File: config.mk
export PLATFORM = sky130hd
export DESIGN_NAME = ibrs_core
export DESIGN_NICKNAME = d
export VERILOG_FILES = /design/src/hdl/ibrs_pkg.sv /design/src/hdl/ibrs_core.sv /design/src/hdl/ibrs_rate_decode.sv /design/src/hdl/ibrs_bit_timer.sv
export SDC_FILE = /design/constraint.sdc
export NUM_CORES = 1
export LEC_CHECK = 0
export BUFFER_PORTS_ARGS = -buffer_cell sky130_fd_sc_hd__buf_2
export CAP_MARGIN = 40
export CORE_ASPECT_RATIO = 0.75
export CORE_UTILIZATION = 50
export DETAILED_ROUTE_END_ITERATION = 8
export PLACE_DENSITY_LB_ADDON = 0.3
export SLEW_MARGIN = 20
export SYNTH_ARGS = -nofsm -noshare
export SYNTH_HDL_FRONTEND = slang
export SYNTH_SLANG_ARGS = --single-unit
File: constraint.sdc
create_clock -name clk -period 9.4 [get_ports clk]
set_clock_uncertainty 0.05 [all_clocks]
set_input_delay 0.94 -clock clk [delete_from_list [all_inputs] [get_ports clk]]
set_output_delay 0.94 -clock clk [all_outputs]
set_load 0.02 [all_outputs]
File: src/hdl/ibrs_pkg.sv
// package: register map, field layout, rate tables and timing constants for the bit-rate and address block
package ibrs_pkg;

    // ************************************************************
    // register map
    // ************************************************************
    localparam logic [7:0] ibrs_off_own_addr = 8'he0;
    localparam logic [7:0] ibrs_off_rate = 8'he1;
    localparam logic [7:0] ibrs_off_ctrl = 8'he2;
    localparam logic [7:0] ibrs_off_stat = 8'he3;

    localparam logic [7:0] ibrs_rst_own_addr = 8'h00;
    localparam logic [7:0] ibrs_rst_rate = 8'h00;
    localparam logic [7:0] ibrs_rst_ctrl = 8'h00;

    // ************************************************************
    // field positions
    // ************************************************************
    localparam int ibrs_ctl_enable_bit = 7;
    localparam int ibrs_ctl_master_bit = 5;
    localparam int ibrs_stat_busy_bit = 5;
    localparam int ibrs_stat_match_bit = 6;
    localparam int ibrs_stat_slave_bit = 4;
    localparam int ibrs_stat_armed_bit = 3;

    // ************************************************************
    // rate tables, indexed by the three-bit fields of the rate code
    // ************************************************************
    localparam logic [7:0] ibrs_first_tap_tbl [8] = '{8'h04, 8'h04, 8'h06, 8'h06, 8'h0e, 8'h1e, 8'h3e, 8'h7e};
    localparam logic [3:0] ibrs_scl_tap_tbl [8] = '{4'h5, 4'h6, 4'h7, 4'h8, 4'h9, 4'ha, 4'hc, 4'hf};
    localparam logic [3:0] ibrs_sda_tap_tbl [8] = '{4'h1, 4'h1, 4'h2, 4'h2, 4'h3, 4'h3, 4'h4, 4'h4};
    localparam logic [7:0] ibrs_half_extra = 8'h02;
    localparam logic [7:0] ibrs_hold_extra = 8'h03;

    // ************************************************************
    // types
    // ************************************************************
    typedef struct packed {
        logic [7:0] addr;
        logic [7:0] wdata;
        logic wr;
        logic rd;
    } ibrs_bus_req_s;

    typedef struct packed {
        logic scl_fall;
        logic start_det;
        logic stop_det;
        logic [6:0] call_addr;
        logic call_valid;
    } ibrs_line_ev_s;

    typedef enum logic [1:0] {
        ibrs_st_off = 2'b00,
        ibrs_st_wait_start = 2'b01,
        ibrs_st_slave = 2'b11
    } ibrs_mode_e;

endpackage : ibrs_pkg

File: src/hdl/ibrs_core.sv
// core: registers, enable reset, slave address match and SCL generation for the two-wire bus
//
// Notes on behaviour
// - own address bits 7..1 match callers
// - own address never sent as master
// - default to slave mode after enable
// - upper code bits pick prescaler values
// - lower code bits pick tap points
// - first tap delay, then spaced taps
// - scl period follows divider formula
// - sda waits hold delay after fall
// - scl tap times period, sda hold
// - results match tabulated divider values
// - enable low holds module in reset
// - other control bits ignored until enabled
// - slave waits for fresh start condition
// - master start resolves via arbitration
// - stretched low phase shortens the high phase; rate unchanged
// - registers readable and writable anytime
//
// Decided for this implementation: strobed register access.
`timescale 1ns/100ps
`default_nettype none

module ibrs_core (
    // clock and reset
    input wire logic clk,
    input wire logic rst_b,
    // register port
    input wire ibrs_pkg::ibrs_bus_req_s bus_req,
    output logic [7:0] rd_data,
    // bus line events from the shift logic
    input wire ibrs_pkg::ibrs_line_ev_s line_ev,
    input wire logic arb_lost,
    // scl open-drain pin
    input wire logic scl_in,
    output logic scl_out,
    output logic scl_oe,
    // timing and mode to the shift logic
    output logic sda_change,
    output logic module_enable,
    output logic master_mode,
    output logic addr_match,
    output logic slave_active,
    output logic [6:0] own_addr_bits
);
    import ibrs_pkg::*;

    // ************************************************************
    // state
    // ************************************************************
    typedef struct packed {
        logic [7:0] own_addr;
        logic [7:0] rate;
        logic [7:0] ctrl;
        logic [7:0] rdata;
        ibrs_mode_e mode;
        logic busy;
        logic matched;
        logic scl_low;
        logic scl_prev;
    } ibrs_core_s;

    ibrs_core_s state;
    ibrs_core_s next_state;

    logic [7:0] first_tap_delay;
    logic [7:0] tap_spacing;
    logic [11:0] half_period;
    logic [9:0] sda_hold;
    logic scl_toggle;
    logic scl_fall;
    logic enabled;
    logic run_master;

    assign enabled = state.ctrl[ibrs_ctl_enable_bit];
    // control bits other than enable only take effect once enabled
    assign run_master = enabled && state.ctrl[ibrs_ctl_master_bit];
    assign scl_fall = state.scl_prev && !scl_in;

    ibrs_rate_decode u_rate_decode (
        .bit_rate_code(state.rate[5:0]),
        .first_tap_delay(first_tap_delay),
        .tap_spacing(tap_spacing),
        .half_period(half_period),
        .sda_hold(sda_hold)
    );

    // restarts on an observed scl fall and at each toggle, never on a rise, so another device stretching scl
    // eats into our high phase and the period stays at the divider value
    ibrs_bit_timer u_bit_timer (
        .clk(clk),
        .rst_b(rst_b),
        .run(run_master),
        .scl_fall(scl_fall),
        .half_period(half_period),
        .sda_hold(sda_hold),
        .scl_toggle(scl_toggle),
        .sda_change(sda_change)
    );

    // ************************************************************
    // next state
    // ************************************************************
    always_comb begin
        next_state = state;
        next_state.scl_prev = scl_in;

        // registers accept access whether or not the module is enabled
        if (bus_req.wr) begin
            case (bus_req.addr)
                ibrs_off_own_addr: begin
                    next_state.own_addr = {bus_req.wdata[7:1], 1'b0};
                end
                ibrs_off_rate: begin
                    next_state.rate = {2'b00, bus_req.wdata[5:0]};
                end
                ibrs_off_ctrl: begin
                    next_state.ctrl = bus_req.wdata;
                end
                default: begin
                end
            endcase
        end

        if (bus_req.rd) begin
            case (bus_req.addr)
                ibrs_off_own_addr: next_state.rdata = state.own_addr;
                ibrs_off_rate: next_state.rdata = state.rate;
                ibrs_off_ctrl: next_state.rdata = state.ctrl;
                ibrs_off_stat: begin
                    next_state.rdata = 8'h00;
                    next_state.rdata[ibrs_stat_match_bit] = state.matched;
                    next_state.rdata[ibrs_stat_busy_bit] = state.busy;
                    next_state.rdata[ibrs_stat_slave_bit] = (state.mode == ibrs_st_slave);
                    next_state.rdata[ibrs_stat_armed_bit] = (state.mode == ibrs_st_wait_start);
                end
                default: next_state.rdata = 8'h00;
            endcase
        end

        if (!enabled) begin
            // software reset: everything but the registers is cleared
            next_state.mode = ibrs_st_off;
            next_state.busy = 1'b0;
            next_state.matched = 1'b0;
            next_state.scl_low = 1'b0;
        end else begin
            if (line_ev.start_det) begin
                next_state.busy = 1'b1;
            end
            if (line_ev.stop_det) begin
                next_state.busy = 1'b0;
            end
            // a conflicting start is settled by arbitration, then we drop back
            if (arb_lost) begin
                next_state.scl_low = 1'b0;
                // the loser falls back to slave, so it stops clocking the line
                next_state.ctrl[ibrs_ctl_master_bit] = 1'b0;
            end else if (run_master && scl_toggle) begin
                next_state.scl_low = !state.scl_low;
            end else if (!run_master) begin
                next_state.scl_low = 1'b0;
            end
            if (bus_req.wr && bus_req.addr == ibrs_off_ctrl) begin
                next_state.matched = 1'b0;
            end
            case (state.mode)
                ibrs_st_off: begin
                    // a transfer already running when enabled is ignored
                    next_state.mode = ibrs_st_wait_start;
                end
                ibrs_st_wait_start: begin
                    if (line_ev.start_det) begin
                        next_state.mode = ibrs_st_slave;
                    end
                end
                ibrs_st_slave: begin
                    // match only while slave; outgoing address comes from the data path
                    if (line_ev.call_valid && !run_master &&
                        line_ev.call_addr == state.own_addr[7:1]) begin
                        next_state.matched = 1'b1;
                    end
                    if (line_ev.start_det) begin
                        next_state.matched = 1'b0;
                    end
                end
                default: begin
                    next_state.mode = ibrs_st_off;
                end
            endcase
        end
    end

    // ************************************************************
    // registers
    // ************************************************************
    always_ff @(posedge clk or negedge rst_b) begin
        if (!rst_b) begin
            state.own_addr <= ibrs_rst_own_addr;
            state.rate <= ibrs_rst_rate;
            state.ctrl <= ibrs_rst_ctrl;
            state.rdata <= 8'h00;
            state.mode <= ibrs_st_off;
            state.busy <= 1'b0;
            state.matched <= 1'b0;
            state.scl_low <= 1'b0;
            state.scl_prev <= 1'b1;
        end else begin
            state <= next_state;
        end
    end

    // ************************************************************
    // outputs
    // ************************************************************
    assign rd_data = state.rdata;
    assign scl_out = 1'b0;
    assign scl_oe = state.scl_low;
    assign module_enable = enabled;
    assign master_mode = run_master;
    assign addr_match = state.matched;
    assign slave_active = (state.mode == ibrs_st_slave);
    assign own_addr_bits = state.own_addr[7:1];

endmodule : ibrs_core

`default_nettype wire

File: src/hdl/ibrs_rate_decode.sv
// rate decoder: turns the six-bit rate code into half period, hold and tap timing
`timescale 1ns/100ps
`default_nettype none

module ibrs_rate_decode (
    // rate code
    input wire logic [5:0] bit_rate_code,
    // decoded timing
    output logic [7:0] first_tap_delay,
    output logic [7:0] tap_spacing,
    output logic [11:0] half_period,
    output logic [9:0] sda_hold
);
    import ibrs_pkg::*;

    logic [3:0] scl_tap;
    logic [3:0] sda_tap;

    always_comb begin
        first_tap_delay = ibrs_first_tap_tbl[bit_rate_code[5:3]];
        tap_spacing = 8'(8'h01 << bit_rate_code[5:3]);
        scl_tap = ibrs_scl_tap_tbl[bit_rate_code[2:0]];
        sda_tap = ibrs_sda_tap_tbl[bit_rate_code[2:0]];
        // half of the divider; the full period is twice this
        half_period = 12'(first_tap_delay) + 12'(12'(scl_tap - 4'h1) * 12'(tap_spacing))
                      + 12'(ibrs_half_extra);
        sda_hold = 10'(first_tap_delay) + 10'(10'(sda_tap - 4'h1) * 10'(tap_spacing))
                   + 10'(ibrs_hold_extra);
    end

endmodule : ibrs_rate_decode

`default_nettype wire

File: src/hdl/ibrs_bit_timer.sv
// bit timer: one half-period counter, restarted by each SCL falling edge and at each toggle
`timescale 1ns/100ps
`default_nettype none

module ibrs_bit_timer (
    // clock and reset
    input wire logic clk,
    input wire logic rst_b,
    // control
    input wire logic run,
    input wire logic scl_fall,
    input wire logic [11:0] half_period,
    input wire logic [9:0] sda_hold,
    // timing strobes
    output logic scl_toggle,
    output logic sda_change
);
    import ibrs_pkg::*;

    typedef struct packed {
        logic [11:0] cnt;
        logic sda_done;
        logic scl_tgl;
        logic sda_chg;
    } ibrs_timer_s;

    ibrs_timer_s state;
    ibrs_timer_s next_state;

    always_comb begin
        next_state = state;
        next_state.scl_tgl = 1'b0;
        next_state.sda_chg = 1'b0;
        if (!run) begin
            next_state.cnt = 12'h000;
            // no hold strobe before the first fall: scl is still high then
            next_state.sda_done = 1'b1;
        end else if (scl_fall) begin
            // restart so a stretched low phase never corrupts the count;
            // the fall is seen one cycle late, so that cycle is counted too
            next_state.cnt = 12'h002;
            next_state.sda_done = 1'b0;
        end else begin
            next_state.cnt = state.cnt + 12'h001;
            if (!state.sda_done && state.cnt == 12'(sda_hold)) begin
                next_state.sda_chg = 1'b1;
                next_state.sda_done = 1'b1;
            end
            if (state.cnt == half_period - 12'h001) begin
                next_state.scl_tgl = 1'b1;
                next_state.cnt = 12'h000;
            end
        end
    end

    always_ff @(posedge clk or negedge rst_b) begin
        if (!rst_b) begin
            state <= '0;
        end else begin
            state <= next_state;
        end
    end

    assign scl_toggle = state.scl_tgl;
    assign sda_change = state.sda_chg;

endmodule : ibrs_bit_timer

`default_nettype wire

; Yosys cells after proc, flatten, opt, wreduce, memory -nomap -nowiden
; Memory sizes are Yosys's and may differ from the RTL's.
; Index checks and enable logic that the tools add are counted.
[totals]
reg_bits = 50
romBits = 128
input_bits = 33
out_inout_bits = 22
word_cells = 93
mem_count = 3
[mem_list]
columns = name, words, word_bits, read_ports, rd_clocked_by_memory_dff, write_ports, line_no
row1 = (no name shown), 8, 8, 1, 0, 0, ibrs_rate_decode.sv:20  ; first_tap_delay = ibrs_first_tap_tbl[bit_rate_code[5:3]];
row2 = (no name shown), 8, 4, 1, 0, 0, ibrs_rate_decode.sv:22  ; scl_tap = ibrs_scl_tap_tbl[bit_rate_code[2:0]];
row3 = (no name shown), 8, 4, 1, 0, 0, ibrs_rate_decode.sv:23  ; sda_tap = ibrs_sda_tap_tbl[bit_rate_code[2:0]];
[classes]
addsub = 8
multipliers = 2
n_lt_le_gt_ge = 2
eq_ne = 14
shift = 1
muxes = 31
bitwise = 2
reduce_logical = 16
[op_table]
columns = cell, count
row1 = $eq A8 B8 Y1 const B, 4
row2 = $pmux W8 S4, 1
row3 = $mux W13, 2
row4 = $mux W4, 4
row5 = $mux W8, 2
row6 = $mux W1, 14
row7 = $add A12 B1 Y12 const B, 1
row8 = $add A12 B2 Y12 const B, 1
row9 = $add A8 B12 Y12, 1
row10 = $eq A12 B10 Y1, 1
row11 = $eq A12 B12 Y1, 1
row12 = $mul A12 B8 Y12, 1
row13 = $mux W12, 1
row14 = $mux W6, 2
row15 = $sub A12 B1 Y12 const B, 1
row16 = $add A10 B2 Y10 const B, 1
row17 = $add A8 B10 Y10, 1
row18 = $mul A10 B8 Y10, 1
row19 = $sub A4 B1 Y5 const B, 2
row20 = $ge A4 B4 Y1 const B, 2
row21 = $not A3 Y4, 2
row22 = $reduce_and A2 Y1, 4
row23 = $shl A1 B3 Y8 const A, 1
row24 = $eq A7 B7 Y1, 1
row25 = other kinds (12), 24

; Depth between registers and ports, before layout
[depth]
ltp_word = 13
depth_mapped = 22
depth_no_buf = 21

; Cells and area by module
; A second synthesis with hierarchy kept.
[unflattened]
hier_cells = 632
area_unflattened_um2 = 6004.5
[by_module_without_submodules]
columns = mod, instances, cells_per_inst, area_each_um2
row1 = ibrs_rate_decode, 1, 335, 2854.0
row2 = ibrs_core, 1, 152, 1794.2
row3 = ibrs_bit_timer, 1, 145, 1356.3

; Least setup slack after synthesis
; OpenSTA, ideal clock, no wires.
[synth_path]
path_type = register -> register
from = register state[22] in the netlist's numbering
to = register u_bit_timer.state[11] in the netlist's numbering
setup_ns = 0.136
arrival_ns = 5.838
setup_slack_ns = 3.376
path_stages_with_launch = 20
path_buffers = 1
period_less_slack_ns = 6.024
path_cell_list = dfrtp_1 ha_1 mux2i_1 inv_1 ha_1 xnor2_1 nand2b_1 fa_1 fa_1 fa_1 fa_1 inv_1 ha_1 or3_1 o221ai_1 a221oi_1 or3_4 a2111oi_4 buf_6 nor3_1
[synth_rtl]
columns = element, line_no
row1 = start: declaration, ibrs_core.sv:64  ; ibrs_core_s state;
row2 = start signal: assignment, ibrs_core.sv:210  ; state <= next_state;
row3 = end signal: assignment, ibrs_bit_timer.sv:60  ; state <= next_state;
row4 = end: declaration, ibrs_bit_timer.sv:27  ; ibrs_timer_s state;

==> impl_results.md <==
- Ys async rst share: between 90% and 100%
- Mapped Cells: 648
- Post-Synth XOR/XNOR Area: 9.87%
- First-pass GRT wire length: 22500 um
- Routability cong.: 0.879
- CTS tree: yes
- DR WL/cell: 15.8 um
- Fill count: 1044
- Largest net degree at the start of global routing: 51
- Drt initial violations: 241
- H-tree levels: 2
- WL final: 13500 um
- Post-synth EDFFs: 0
- Seq/Total Area, Yosys: 20.7%
- Num ports: 55
- Layout cell share with drive strength beyond 1: 13.6%
- Sw frac: 41.6%
- Compound-Gate Fraction of Synth Area: 7.58%
- Syn avg cell area: about 9.3 um^2
- Slew @ Worst Pin: 0.734 ns
- Status: complete, no violations
- Largest family of logic cells by synthesized area: adder cells
- GR Overflow Total: 0
- Proportion of synthesized area in mux cells: 5.42%
- Power Internal: 607 uW
- Core box area: about 12000 um^2
- Maximum Capacitance Violations: 0
- Resize count post-CTS: 0
- Switching Power: 431 uW
- Die height: 97.2 um
- Final min period: 7.15 ns
- Combinational share of power: 57.3%
- Worst setup SP type: flip-flop
- Cell variety after synth: 60
- Tcrit/Tclk final: 76.1%
- Number of global-route vias before repair: 4567
- RSZ-0062 raised after global routing: false
- Synth Area in Simple Gates: 15.3%
- Mapped cell area: approximately 6000 um^2
- Final setup fails: 0
- Port Buffers: 52
- Number of buffers created by CTS: 5
- Number of synthesized register bits: 50
- Post-CTS setup buffer count: 0
- Fin util: between 50% and 60%
- # diodes: 0
- Setup TNS: 0 ns
- TritonCTS Sinks: 50
- Max Freq: 140 MHz
- Clock Tree Buf Depth: 2
- Initial DRT Pass Iterations: 4
- Hold Path Class: flip-flop to flip-flop
- Kind of critical path: flip-flop to flip-flop
- Clock share of power: 20.5%
- CP arrival: 7.33 ns
- Synth-to-layout area growth: 8.26%
- GRT Total Usage: 23.0%
- DPL Wire Length: 11100 um
- Flop pwr share: between 20 and 25%
- Pwr dens: 159 nW/um^2
- Final ANT Viol Nets: 0
- Initial antenna violation count: 0
- Vias/cell: 5.33
- Hold-fix buffers, CTS: 0
- Critical path data required time: between 9 and 10 ns
- Synth Warn #: 0
- Die area: 12500 um^2
- Final Hold Viols: 0
- CTS clk-pin slew, worst paths: 0.07 ns
- Primary FF master, synth: dfrtp_1
- Die width: 129 um
- Initial core utilization: 51.7%
- Worst Setup End Kind: flip-flop
- Lkg Pwr: approximately 3.1 nW
- Total number of vias: 4545
- DRC violations left: 0
- Worst-skew pair later-pin latency: 0.30 ns
- Final Max Slew Viols: 0
- Synth Area in Adders: 31.0%
- Rel. slew slack: 50.7%
- Peak VDD IR: ~0.074 mV
- Crit Path Max Fanout: 12
- Post-layout net count: between 800 and 900
- # rows: 34
- CTS root buffer: clkbuf_16
## Yosys cell counts, drive strengths merged (5+ instances only)
master	count	area (um^2)
clkbuf	16	60.1
nor2	52	195
nor3	21	110
a21oi	15	75.1
mux2i	8	80.1
nand2b	6	37.5
buf	20	151
ha	46	576
or2	6	37.5
xor2	18	158
fa	65	1300
dfrtp	49	1230
nand2	40	150
o21ai	21	105
inv	103	387
mux2	18	203
o22ai	9	56.3
nor2b	5	31.3
and3	9	56.3
or3	6	42.5
xnor2	45	394
nand3	14	70.1
nand4	6	37.5
## cell type report
type,instances,area (um^2),area share (%)
clock buffers,5,125,1.91
clock inverters,3,47.5,0.727
inverters,103,387,5.91
multi-input cells,475,4250,65.0
flip-flops and latches,50,1250,19.1
well taps,162,203,3.10
repair buffers,54,275,4.21
## worst paths after layout
kind                       slack [ns]  depth (start not counted)                          endpoint                   from
setup / recovery                 2.25                         18  u_bit_timer.scl_toggle$_DFF_PN0_  state[22]$_DFFE_PN0P_
hold / removal                   0.46                          1             state[14]$_DFFE_PN0P_  state[14]$_DFFE_PN0P_
setup reg to reg                 2.25                         18  u_bit_timer.scl_toggle$_DFF_PN0_  state[22]$_DFFE_PN0P_
hold reg to reg                  0.46                          1             state[14]$_DFFE_PN0P_  state[14]$_DFFE_PN0P_
max in group asynchronous        8.17                          2      own_addr_bits[1]$_DFFE_PN0P_                  rst_b
min in group asynchronous        0.68                          2              state[5]$_DFFE_PN0P_                  rst_b
## flip-flops by register name, summed over array words and instances, names as in the netlist
register / count
module_enable: 1
rd_data: 8
u_bit_timer.scl_toggle: 1
scl_oe: 1
own_addr_bits: 7
u_bit_timer.sda_change: 1
state: 17
u_bit_timer.state: 13
addr_match: 1
## cell families after synthesis
logic type / after synthesis
adder cells (fa/ha/maj): 111
multiplexers: 28
AND/OR/NAND/NOR: 183
XOR/XNOR: 65
AO/OA/AOI/OAI: 70
buffers and inverters: 139
flip-flops: 50
other: 2
## cells in the final DEF, fill, tap and decap left out, drive strengths merged, types with 9 or more instances in the layout
cell	n
nor3	21
mux2	18
buf	53
nand3	14
o21ai	21
inv	104
dfrtp	49
xor2	18
o22ai	9
conb	18
a21oi	15
nor2	52
ha	46
xnor2	45
and3	9
fa	65
nand2	40
## per-layer routing
layer / vias up / routed length [um] / GRT usage [%]
li1: 2160 / - / -
met1: 2260 / 6460 / 33.4
met2: 114 / 6080 / 34.9
met3: 11 / 842 / 6.06
met4: 0 / 116 / 3.71
met5: - / 0 / 0
## through the flow
step	power, mW	hold WS, ns	setup slack [ns]	area, um^2	cells
2_1_floorplan	0.699	0.414	3.38	6100	664
3_3_place_gp	0.805	0.436	2.39	6360	843
3_5_place_dp	0.824	0.449	2.37	6360	843
4_1_cts	1.04	0.466	2.36	6540	851
5_1_grt	1.13	0.493	1.77	6540	852
6_report	1.04	0.464	2.25	6540	852
## worst max-delay path: stages, from the launching register on
cell	delay, ns
dfrtp_1	0.48
ha_1	0.40
mux2i_1	0.52
inv_1	0.21
ha_1	0.32
xnor2_1	0.63
nand2_1	0.17
fa_1	0.51
fa_1	0.54
fa_1	0.52
fa_1	0.55
inv_1	0.04
ha_1	0.38
nand3_1	0.16
o22ai_1	0.09
o41ai_1	0.39
xnor2_1	0.19
a2111oi_4	0.73
nor2b_1	0.20
## power groups by stage
| stage | Combinational, mW | Sequential, mW | Clock, mW |
|---|---|---|---|
| finish | 0.595 | 0.230 | 0.213 |
| global route | 0.675 | 0.231 | 0.223 |
| CTS | 0.595 | 0.230 | 0.213 |
| detailed placement | 0.590 | 0.234 | 0 |
| global placement | 0.572 | 0.234 | 0 |
| floorplan | 0.470 | 0.229 | 0 |
No activity file was read; power rests on OpenSTA's default activity.
